File: config.mk
export PLATFORM = sky130hd
export DESIGN_NAME = hmp_micro_port
export DESIGN_NICKNAME = d
export VERILOG_FILES = /design/src/rtl/hmp_pkg.sv /design/src/rtl/hmp_micro_port.sv
export SDC_FILE = /design/constraint.sdc
export NUM_CORES = 1
export LEC_CHECK = 0
export ABC_AREA = 1
export BUFFER_PORTS_ARGS = -buffer_cell sky130_fd_sc_hd__buf_2
export CORE_AREA = 2 2 154 156
export DETAILED_ROUTE_END_ITERATION = 10
export DIE_AREA = 0 0 156 158
export GPL_TIMING_DRIVEN = 0
export PLACE_DENSITY = 0.59
export SLEW_MARGIN = 0
export SYNTH_ARGS = -nofsm -noshare
export SYNTH_HDL_FRONTEND = slang
export SYNTH_SLANG_ARGS = --single-unit
File: constraint.sdc
create_clock -name mclk_i -period 2.6 [get_ports mclk_i]
set_input_delay 0.26 -clock mclk_i [delete_from_list [all_inputs] [get_ports mclk_i]]
set_output_delay 0.26 -clock mclk_i [all_outputs]
set_load 0.05 [all_outputs]
File: src/rtl/hmp_pkg.sv
package hmp_pkg;
	localparam int DATA_W        = 24;
	localparam int BYTE_W        = 8;
	localparam int ADDR_W        = 9;
	localparam int ADDR_LSB      = 2;
	localparam int XFER_ADDR_W   = 22;
	localparam int BYTES_PER_WORD = 3;

	localparam logic [ADDR_W-1:0] BOOT_ADDR = 9'h1a0;
	localparam logic [ADDR_W-1:0] CTRL_ADDR = 9'h160;
	localparam logic [ADDR_W-1:0] NULL_ADDR = 9'h1b0;

	localparam int BOOT_CLK_SRC_BIT   = 5;
	localparam int CTRL_BYTE_MODE_BIT = 7;

	localparam logic [DATA_W-1:0] WORD_RESET = 24'h000000;
	localparam logic [1:0]        COUNT_ZERO = 2'h0;

	// timing: mclk period and the internal serial clock period
	localparam int CLK_PERIOD_NS   = 20;
	localparam int SCLK_PERIOD_NS  = 40;
	localparam int RW_SAMPLE_NS    = SCLK_PERIOD_NS / 2;
	localparam int RW_SAMPLE_CYC_R =
		(RW_SAMPLE_NS + CLK_PERIOD_NS - 1) / CLK_PERIOD_NS;
	localparam int RW_SAMPLE_CYC   =
		(RW_SAMPLE_CYC_R < 1) ? 1 : RW_SAMPLE_CYC_R;
	localparam int XFER_HOLD_CYC   = 2;
	localparam int CNT_W           = 4;

	typedef enum {
		ST_IDLE,
		ST_RW_WAIT,
		ST_FETCH,
		ST_DRIVE,
		ST_WR_WAIT,
		ST_CS_WAIT,
		ST_XFER_REQ,
		ST_XFER_DRIVE
	} hmp_state_e;

	typedef struct packed {
		logic              valid;
		logic              was_read;
		logic [ADDR_W-1:0] addr;
		logic [1:0]        count;
		logic [DATA_W-1:0] word;
	} hmp_hist_s;

	typedef struct packed {
		logic              rd;
		logic              wr;
		logic [ADDR_W-1:0] addr;
		logic [DATA_W-1:0] wdata;
	} hmp_req_s;
endpackage

File: src/rtl/hmp_micro_port.sv
`timescale 1ns/1ps
module hmp_micro_port (
	input  wire logic                             mclk_i,
	input  wire logic                             resetn_i,
	input  wire logic                             chip_select_n_i,
	input  wire logic                             read_write_select_i,
	input  wire logic [hmp_pkg::DATA_W-1:0]       addr_data_bus_i,
	output logic      [hmp_pkg::DATA_W-1:0]       addr_data_bus_o,
	output logic                                  addr_data_bus_oe_o,
	output hmp_pkg::hmp_req_s                     reg_req_o,
	input  wire logic [hmp_pkg::DATA_W-1:0]       reg_rdata_i,
	output logic                                  byte_mode_o,
	output logic                                  clock_source_o,
	output logic      [hmp_pkg::DATA_W-1:0]       boot_config_o,
	output logic                                  boot_done_o,
	input  wire logic                             xfer_req_i,
	input  wire logic [hmp_pkg::XFER_ADDR_W-1:0]  xfer_addr_i,
	output logic                                  bus_request_o,
	input  wire logic                             bus_grant_i,
	output logic                                  xfer_done_o
);
	function automatic logic readable(input logic [hmp_pkg::ADDR_W-1:0] a);
		// boot is write-only and null is only a dummy location
		readable = (a != hmp_pkg::BOOT_ADDR) && (a != hmp_pkg::NULL_ADDR);
	endfunction

	function automatic logic is_ctrl(input logic [hmp_pkg::ADDR_W-1:0] a);
		is_ctrl = (a == hmp_pkg::CTRL_ADDR);
	endfunction

	hmp_pkg::hmp_state_e                  state, next_state;
	hmp_pkg::hmp_hist_s                   hist, next_hist;
	hmp_pkg::hmp_req_s                    next_reg_req;
	logic [hmp_pkg::ADDR_W-1:0]           addr, next_addr;
	logic [hmp_pkg::CNT_W-1:0]            cnt, next_cnt;
	logic                                 cs_q, rw_q;
	logic                                 next_cs_q, next_rw_q;
	logic [hmp_pkg::DATA_W-1:0]           bus_q, next_bus_q;
	logic [hmp_pkg::DATA_W-1:0]           next_bus;
	logic                                 next_oe;
	logic                                 next_byte_mode;
	logic                                 next_clock_source;
	logic [hmp_pkg::DATA_W-1:0]           next_boot_config;
	logic                                 next_boot_done;
	logic                                 next_bus_request;
	logic                                 next_xfer_done;
	logic                                 cs_fall, cs_rise, rw_rise;
	logic                                 rd_repeat;
	logic [hmp_pkg::DATA_W-1:0]           rot_word;
	logic [hmp_pkg::BYTE_W-1:0]           wbyte;
	logic [hmp_pkg::DATA_W-1:0]           wword;

	// host pins are sampled on mclk; edges are found against the prior sample
	assign cs_fall = cs_q && !chip_select_n_i;
	assign cs_rise = !cs_q && chip_select_n_i;
	assign rw_rise = !rw_q && read_write_select_i;
	// same address as the immediately preceding read, sequence unfinished
	assign rd_repeat = hist.valid && hist.was_read && (hist.addr == addr) &&
		(hist.count != 2'(hmp_pkg::BYTES_PER_WORD));
	assign rot_word = {hist.word[hmp_pkg::BYTE_W-1:0],
		hist.word[hmp_pkg::DATA_W-1:hmp_pkg::BYTE_W]};
	assign wbyte = bus_q[hmp_pkg::BYTE_W-1:0];
	assign wword = bus_q;

	// pin samples feed the edge detectors and hold write data one cycle
	always_comb begin
		next_cs_q  = chip_select_n_i;
		next_rw_q  = read_write_select_i;
		next_bus_q = addr_data_bus_i;
	end

	// strobes reset to their idle level, so release shows no false edge
	always_ff @(posedge mclk_i) begin
		if (!resetn_i) begin
			cs_q  <= 1'b1;
			rw_q  <= 1'b1;
			bus_q <= hmp_pkg::WORD_RESET;
		end else begin
			cs_q  <= next_cs_q;
			rw_q  <= next_rw_q;
			bus_q <= next_bus_q;
		end
	end

	always_comb begin
		next_state        = state;
		next_hist         = hist;
		next_addr         = addr;
		next_cnt          = cnt;
		next_reg_req      = reg_req_o;
		next_reg_req.rd   = 1'b0;
		next_reg_req.wr   = 1'b0;
		next_bus          = addr_data_bus_o;
		next_oe           = addr_data_bus_oe_o;
		next_byte_mode    = byte_mode_o;
		next_clock_source = clock_source_o;
		next_boot_config  = boot_config_o;
		next_boot_done    = boot_done_o;
		next_bus_request  = bus_request_o;
		next_xfer_done    = 1'b0;
		case (state)
			hmp_pkg::ST_IDLE: begin
				next_oe = 1'b0;
				if (cs_fall) begin
					// word address sits on lines 2..10
					next_addr = addr_data_bus_i[hmp_pkg::ADDR_LSB +:
						hmp_pkg::ADDR_W];
					next_cnt = hmp_pkg::CNT_W'(hmp_pkg::RW_SAMPLE_CYC);
					next_state = hmp_pkg::ST_RW_WAIT;
				end else if (xfer_req_i && chip_select_n_i) begin
					next_bus_request = 1'b1;
					next_state = hmp_pkg::ST_XFER_REQ;
				end
			end
			hmp_pkg::ST_RW_WAIT: begin
				if (chip_select_n_i) begin
					// strobe ended before the type was known: no effect
					next_state = hmp_pkg::ST_IDLE;
				end else if (cnt > hmp_pkg::CNT_W'(1)) begin
					next_cnt = cnt - hmp_pkg::CNT_W'(1);
				end else if (read_write_select_i) begin
					// read: decision taken half a serial period in
					if (byte_mode_o && rd_repeat) begin
						next_hist.word = rot_word;
						next_hist.count = hist.count + 2'h1;
						next_bus = {16'h0000,
							rot_word[hmp_pkg::BYTE_W-1:0]};
						next_oe = 1'b1;
						next_state = hmp_pkg::ST_DRIVE;
					end else if (readable(addr)) begin
						next_reg_req.rd = 1'b1;
						next_reg_req.addr = addr;
						next_state = hmp_pkg::ST_FETCH;
					end else begin
						// boot and null locations answer zero
						next_hist = '{1'b1, 1'b1, addr, 2'h1,
							hmp_pkg::WORD_RESET};
						next_bus = hmp_pkg::WORD_RESET;
						next_oe = 1'b1;
						next_state = hmp_pkg::ST_DRIVE;
					end
				end else begin
					next_state = hmp_pkg::ST_WR_WAIT;
				end
			end
			hmp_pkg::ST_FETCH: begin
				// a read aborts any pending write sequence
				next_hist = '{1'b1, 1'b1, addr, 2'h1, reg_rdata_i};
				next_bus = byte_mode_o ?
					{16'h0000, reg_rdata_i[hmp_pkg::BYTE_W-1:0]} :
					reg_rdata_i;
				next_oe = 1'b1;
				next_state = hmp_pkg::ST_DRIVE;
			end
			hmp_pkg::ST_DRIVE: begin
				// read data stands until chip select is seen high
				if (chip_select_n_i) begin
					next_oe = 1'b0;
					next_state = hmp_pkg::ST_IDLE;
				end
			end
			hmp_pkg::ST_WR_WAIT: begin
				if (rw_rise || cs_rise) begin
					if (chip_select_n_i) begin
						next_state = hmp_pkg::ST_IDLE;
					end else begin
						next_state = hmp_pkg::ST_CS_WAIT;
					end
					if (addr == hmp_pkg::BOOT_ADDR) begin
						next_clock_source =
							wword[hmp_pkg::BOOT_CLK_SRC_BIT];
						next_boot_config = wword;
						next_boot_done = 1'b1;
						next_hist.valid = 1'b0;
					end else if (!byte_mode_o) begin
						next_hist.valid = 1'b0;
						if (addr != hmp_pkg::NULL_ADDR) begin
							next_reg_req.wr = 1'b1;
							next_reg_req.addr = addr;
							next_reg_req.wdata = wword;
						end
						if (is_ctrl(addr)) begin
							next_byte_mode =
								wword[hmp_pkg::CTRL_BYTE_MODE_BIT];
						end
					end else if (hist.valid && !hist.was_read &&
						hist.addr == addr) begin
						next_hist.count = hist.count + 2'h1;
						if (hist.count == 2'h1) begin
							next_hist.word[15:8] = wbyte;
						end else begin
							// third byte of one address stores the word
							next_hist.word[23:16] = wbyte;
							next_hist.valid = 1'b0;
							if (addr != hmp_pkg::NULL_ADDR) begin
								next_reg_req.wr = 1'b1;
								next_reg_req.addr = addr;
								next_reg_req.wdata = {wbyte,
									hist.word[15:0]};
							end
							if (is_ctrl(addr)) begin
								next_byte_mode = hist.word[
									hmp_pkg::CTRL_BYTE_MODE_BIT];
							end
						end
					end else begin
						// new address or prior read drops the old bytes
						next_hist = '{1'b1, 1'b0, addr, 2'h1,
							{16'h0000, wbyte}};
					end
				end
			end
			hmp_pkg::ST_CS_WAIT: begin
				// write taken early; wait out the rest of the strobe
				if (chip_select_n_i) begin
					next_state = hmp_pkg::ST_IDLE;
				end
			end
			hmp_pkg::ST_XFER_REQ: begin
				// byte history is left untouched across transfers
				// a host strobe begun now is missed: the host must wait
				if (bus_grant_i) begin
					next_bus = {xfer_addr_i, 2'b00};
					next_oe = 1'b1;
					next_cnt = hmp_pkg::CNT_W'(hmp_pkg::XFER_HOLD_CYC);
					next_state = hmp_pkg::ST_XFER_DRIVE;
				end
			end
			hmp_pkg::ST_XFER_DRIVE: begin
				// row address stands for the hold count, then the bus frees
				if (cnt > hmp_pkg::CNT_W'(1)) begin
					next_cnt = cnt - hmp_pkg::CNT_W'(1);
				end else begin
					next_oe = 1'b0;
					next_bus_request = 1'b0;
					next_xfer_done = 1'b1;
					next_state = hmp_pkg::ST_IDLE;
				end
			end
			default: begin
				next_state = hmp_pkg::ST_IDLE;
			end
		endcase
	end

	// sequencer state and every top output
	always_ff @(posedge mclk_i) begin
		if (!resetn_i) begin
			state              <= hmp_pkg::ST_IDLE;
			hist               <= '0;
			addr               <= '0;
			cnt                <= '0;
			reg_req_o          <= '0;
			addr_data_bus_o    <= hmp_pkg::WORD_RESET;
			addr_data_bus_oe_o <= 1'b0;
			byte_mode_o        <= 1'b0;
			clock_source_o     <= 1'b0;
			boot_config_o      <= hmp_pkg::WORD_RESET;
			boot_done_o        <= 1'b0;
			bus_request_o      <= 1'b0;
			xfer_done_o        <= 1'b0;
		end else begin
			state              <= next_state;
			hist               <= next_hist;
			addr               <= next_addr;
			cnt                <= next_cnt;
			reg_req_o          <= next_reg_req;
			addr_data_bus_o    <= next_bus;
			addr_data_bus_oe_o <= next_oe;
			byte_mode_o        <= next_byte_mode;
			clock_source_o     <= next_clock_source;
			boot_config_o      <= next_boot_config;
			boot_done_o        <= next_boot_done;
			bus_request_o      <= next_bus_request;
			xfer_done_o        <= next_xfer_done;
		end
	end
endmodule

==> metrics.txt <==
Yosys cell types 42; Post-Syn Area between 7000 and 8000 µm²; YS warnings 0; data required time of the worst path roughly 2.9 ns; delay of the slowest cell on the worst path 0.32 ns; effective utilization at floorplan approximately a third; most common cell after layout, fill and taps aside nand2_1; Post-synth EDFFs 0; worst reg2reg setup slack around 0.29 ns; RSZ-0062 raised after global routing false; first-pass GRT wire length 39400 µm; outcome finished clean; largest net degree at the start of global routing 19; Buffers on Ports ~160; clock tree buffer depth 2; Hold Crit Start addr_data_bus_i[21]; Total GRT Usage between 20% and 30%; Post-synth ARST share 0%; Final Critical Period 2.31 ns; # clock sinks about 170; Inserted Clock Buffers 17; Worst VDD drop roughly 0.74 mV; Arr. time, crit path roughly 2.7 ns; ys flop type dfxtp_1; fill count roughly 2500; post-synthesis sequential area ratio a little over two fifths; CTS H-tree depth 4; endpoints failing setup 0; Detailed Route Iter0 Violations around 650; CP startpoint cnt[0]; post-CTS setup buffers 0; Congestion Overflow GR 0; worst hold endpoint bus_q[21]; GPL Wtd Cong around 0.89; FF+latch count, synth 167; post-detail-place hpwl ~20000 µm; clk slew on worst S/H paths 0.07 ns; area of the multi-input gates approximately 3700 µm²; TritonCTS clock tree built; post-synthesis cell count 1139; Net Count, Synth between 1000 and 1500; most frequent cells in the layout 240 x nand2_1, 172 x buf_2, 171 x nor2_1; Cell Chain, Critical Path inv_1, ha_1, nor2_1, nor3_4, inv_2, o21ai_1, o21ai_2, nor2_4, nand3_4, nor2_4, buf_6, nand2_1, nand2_1, nor2_1; Worst R2R End hist[23]; ANT cells 0; critical path peak fanout 10; PnR Total Power between 10 and 15 mW; RR Startpoint cnt[0]; period utilization 88.9%; worst skew pair latency roughly 0.44 ns; clk_skew 0.0162 ns; Pleak roughly 4.5 nW; FMAX roughly 0.43 GHz; CP Depth 14; die footprint approximately 25000 µm²; worst hold stages 3; Largest delay share family, worst path simple AND/OR/NAND/NOR gates; R2R depth 14; Via Count approximately 8000; number of global-route vias before repair approximately 7300; fin. max-slew vios 0; initial antenna violation count 0; Hold Fails Final Rpt 0; I/O Pins 165; Slew HR between 50% and 60%; register area 3340 µm²; HP Class primary input to flip-flop; kind of critical path flip-flop to flip-flop; ANT nets after route 0; Setup crit end kind flip-flop; Slowest cell on crit path dfxtp_1; DR WL/cell 15.7 µm; TritonRoute pass-1 iters 7; maxcap violations 0; Die X 156 µm; Die Span Y between 150 and 200 µm; total core area about 23000 µm²; Clk Tree Root Cell clkbuf_16; nature of the critical path startpoint flip-flop; Setup TNS Final 0 ns; nets around 1400; final core occ between 40% and 50%; drt drc 0; row count 56; Avg Cell Area, Syn between 6 and 7 µm²; DRT Wirelength around 26000 µm; Slew @ Worst Pin 0.726 ns; CP bufs+invs 3; share of layout cells above drive strength 1 ~21%; Area Overhead vs Synth 23.7%; Vias/cell between 4 and 5; pwr dens roughly 1100 nW/µm²
[worst reg2reg max path: cells and delay by family, from the launching register on]
family / cells / cell delay [ns]
adders and majority gates: 1 / 0.17
AOI/OAI and AO/OA: 2 / 0.43
buffers and inverters: 3 / 0.36
and+or+nand+nor: 8 / 0.93
DFF: 1 / 0.32
[flip-flops by register name (all words and copies together) (netlist names), 3 cells and up]
name	flops
boot_config_o	24
reg_req_o	35
bus_q	24
addr_data_bus_o	24
hist	37
cnt	4
addr	9
state	3
[worst max path at each step]
stage | endpoint | slack, ns
after global routing | hist[23] | 0.06
after global placement | reg_req_o[31] | 0.22
after detailed placement | reg_req_o[31] | 0.24
after CTS | reg_req_o[31] | 0.21
after floorplan | addr_data_bus_o[13] | 0.63
final | hist[23] | 0.29
[timing repair]
item | CTS | global route
hold buffers | 3 | 0
setup endpoints to repair | 0 | 8
gates resized for setup | 0 | 1
hold endpoints to repair | 3 | 0
[Yosys cell counts, types with 3 or more instances]
| cell | n | area share, % |
|---|---|---|
| inv_2 | 17 | 0.81 |
| clkbuf_1 | 28 | 1.3 |
| dfxtp_1 | 167 | 42 |
| nand2_2 | 7 | 0.55 |
| xnor2_1 | 3 | 0.33 |
| o21ai_2 | 5 | 0.55 |
| nor2_1 | 171 | 8.1 |
| ha_1 | 4 | 0.63 |
| buf_2 | 8 | 0.51 |
| buf_4 | 5 | 0.48 |
| nand4_1 | 13 | 1.0 |
| o22ai_1 | 11 | 0.87 |
| o211ai_1 | 8 | 0.76 |
| nor2_2 | 7 | 0.55 |
| buf_1 | 3 | 0.14 |
| nand2_1 | 240 | 11 |
| nand3_4 | 6 | 1.3 |
| nor2_4 | 7 | 1.0 |
| o21ai_0 | 93 | 5.9 |
| nor3_1 | 8 | 0.51 |
| o21ai_1 | 22 | 1.4 |
| nand3_2 | 3 | 0.38 |
| nand3_1 | 55 | 3.5 |
| inv_1 | 126 | 6.0 |
| a21oi_1 | 90 | 5.7 |
| buf_6 | 11 | 1.6 |
[per-layer routing]
layer	wire length (µm)	GRT usage, %	part of all wire [%]	up-vias
met1	12000	28.5	47	3631
met4	330	4.76	1.3	0
met3	2120	5.09	8.3	28
met5	0	0	0	-
li1	-	-	-	4012
met2	11200	32.9	44	308
[power by group]
part	switching, mW	leakage, nW	internal, mW	total [mW]
Combinational	3.13	2.85	1.37	4.49
Clock	1.22	0.318	1.58	2.79
Sequential	0.377	1.37	3.08	3.45
[cells by family after synthesis]
logic type	Yosys count	share of synthesized area (%)
DFF	167	42.3
AOI/OAI and AO/OA	239	16.2
buffers and inverters	201	11.0
xor gates and xnor gates	5	0.554
and+or+nand+nor	523	29.4
adders and majority gates	4	0.633
[layout make-up]
type / instances / share of cell area, %
clock buffers: 17 / 4.35
well taps: 290 / 3.71
plain buffers: 55 / 3.25
inverters: 146 / 5.62
multi-input cells: 771 / 37.9
repair buffers: 167 / 8.71
clock inverters: 15 / 2.28
flip-flops and latches: 167 / 34.2
[metrics by stage]
stage / hold slack [ns] / cell area (µm²) / setup WS, ns / instances
after floorplan: 0.353 / 7900 / 0.630 / 1139
after global placement: 0.431 / 9080 / 0.222 / 1593
after detailed placement: 0.436 / 9080 / 0.237 / 1593
after CTS: 0.00855 / 9760 / 0.206 / 1628
after global routing: 0.00810 / 9770 / 0.0577 / 1628
final: 0.0143 / 9770 / 0.290 / 1628
Power figures use the tool's default switching activity.
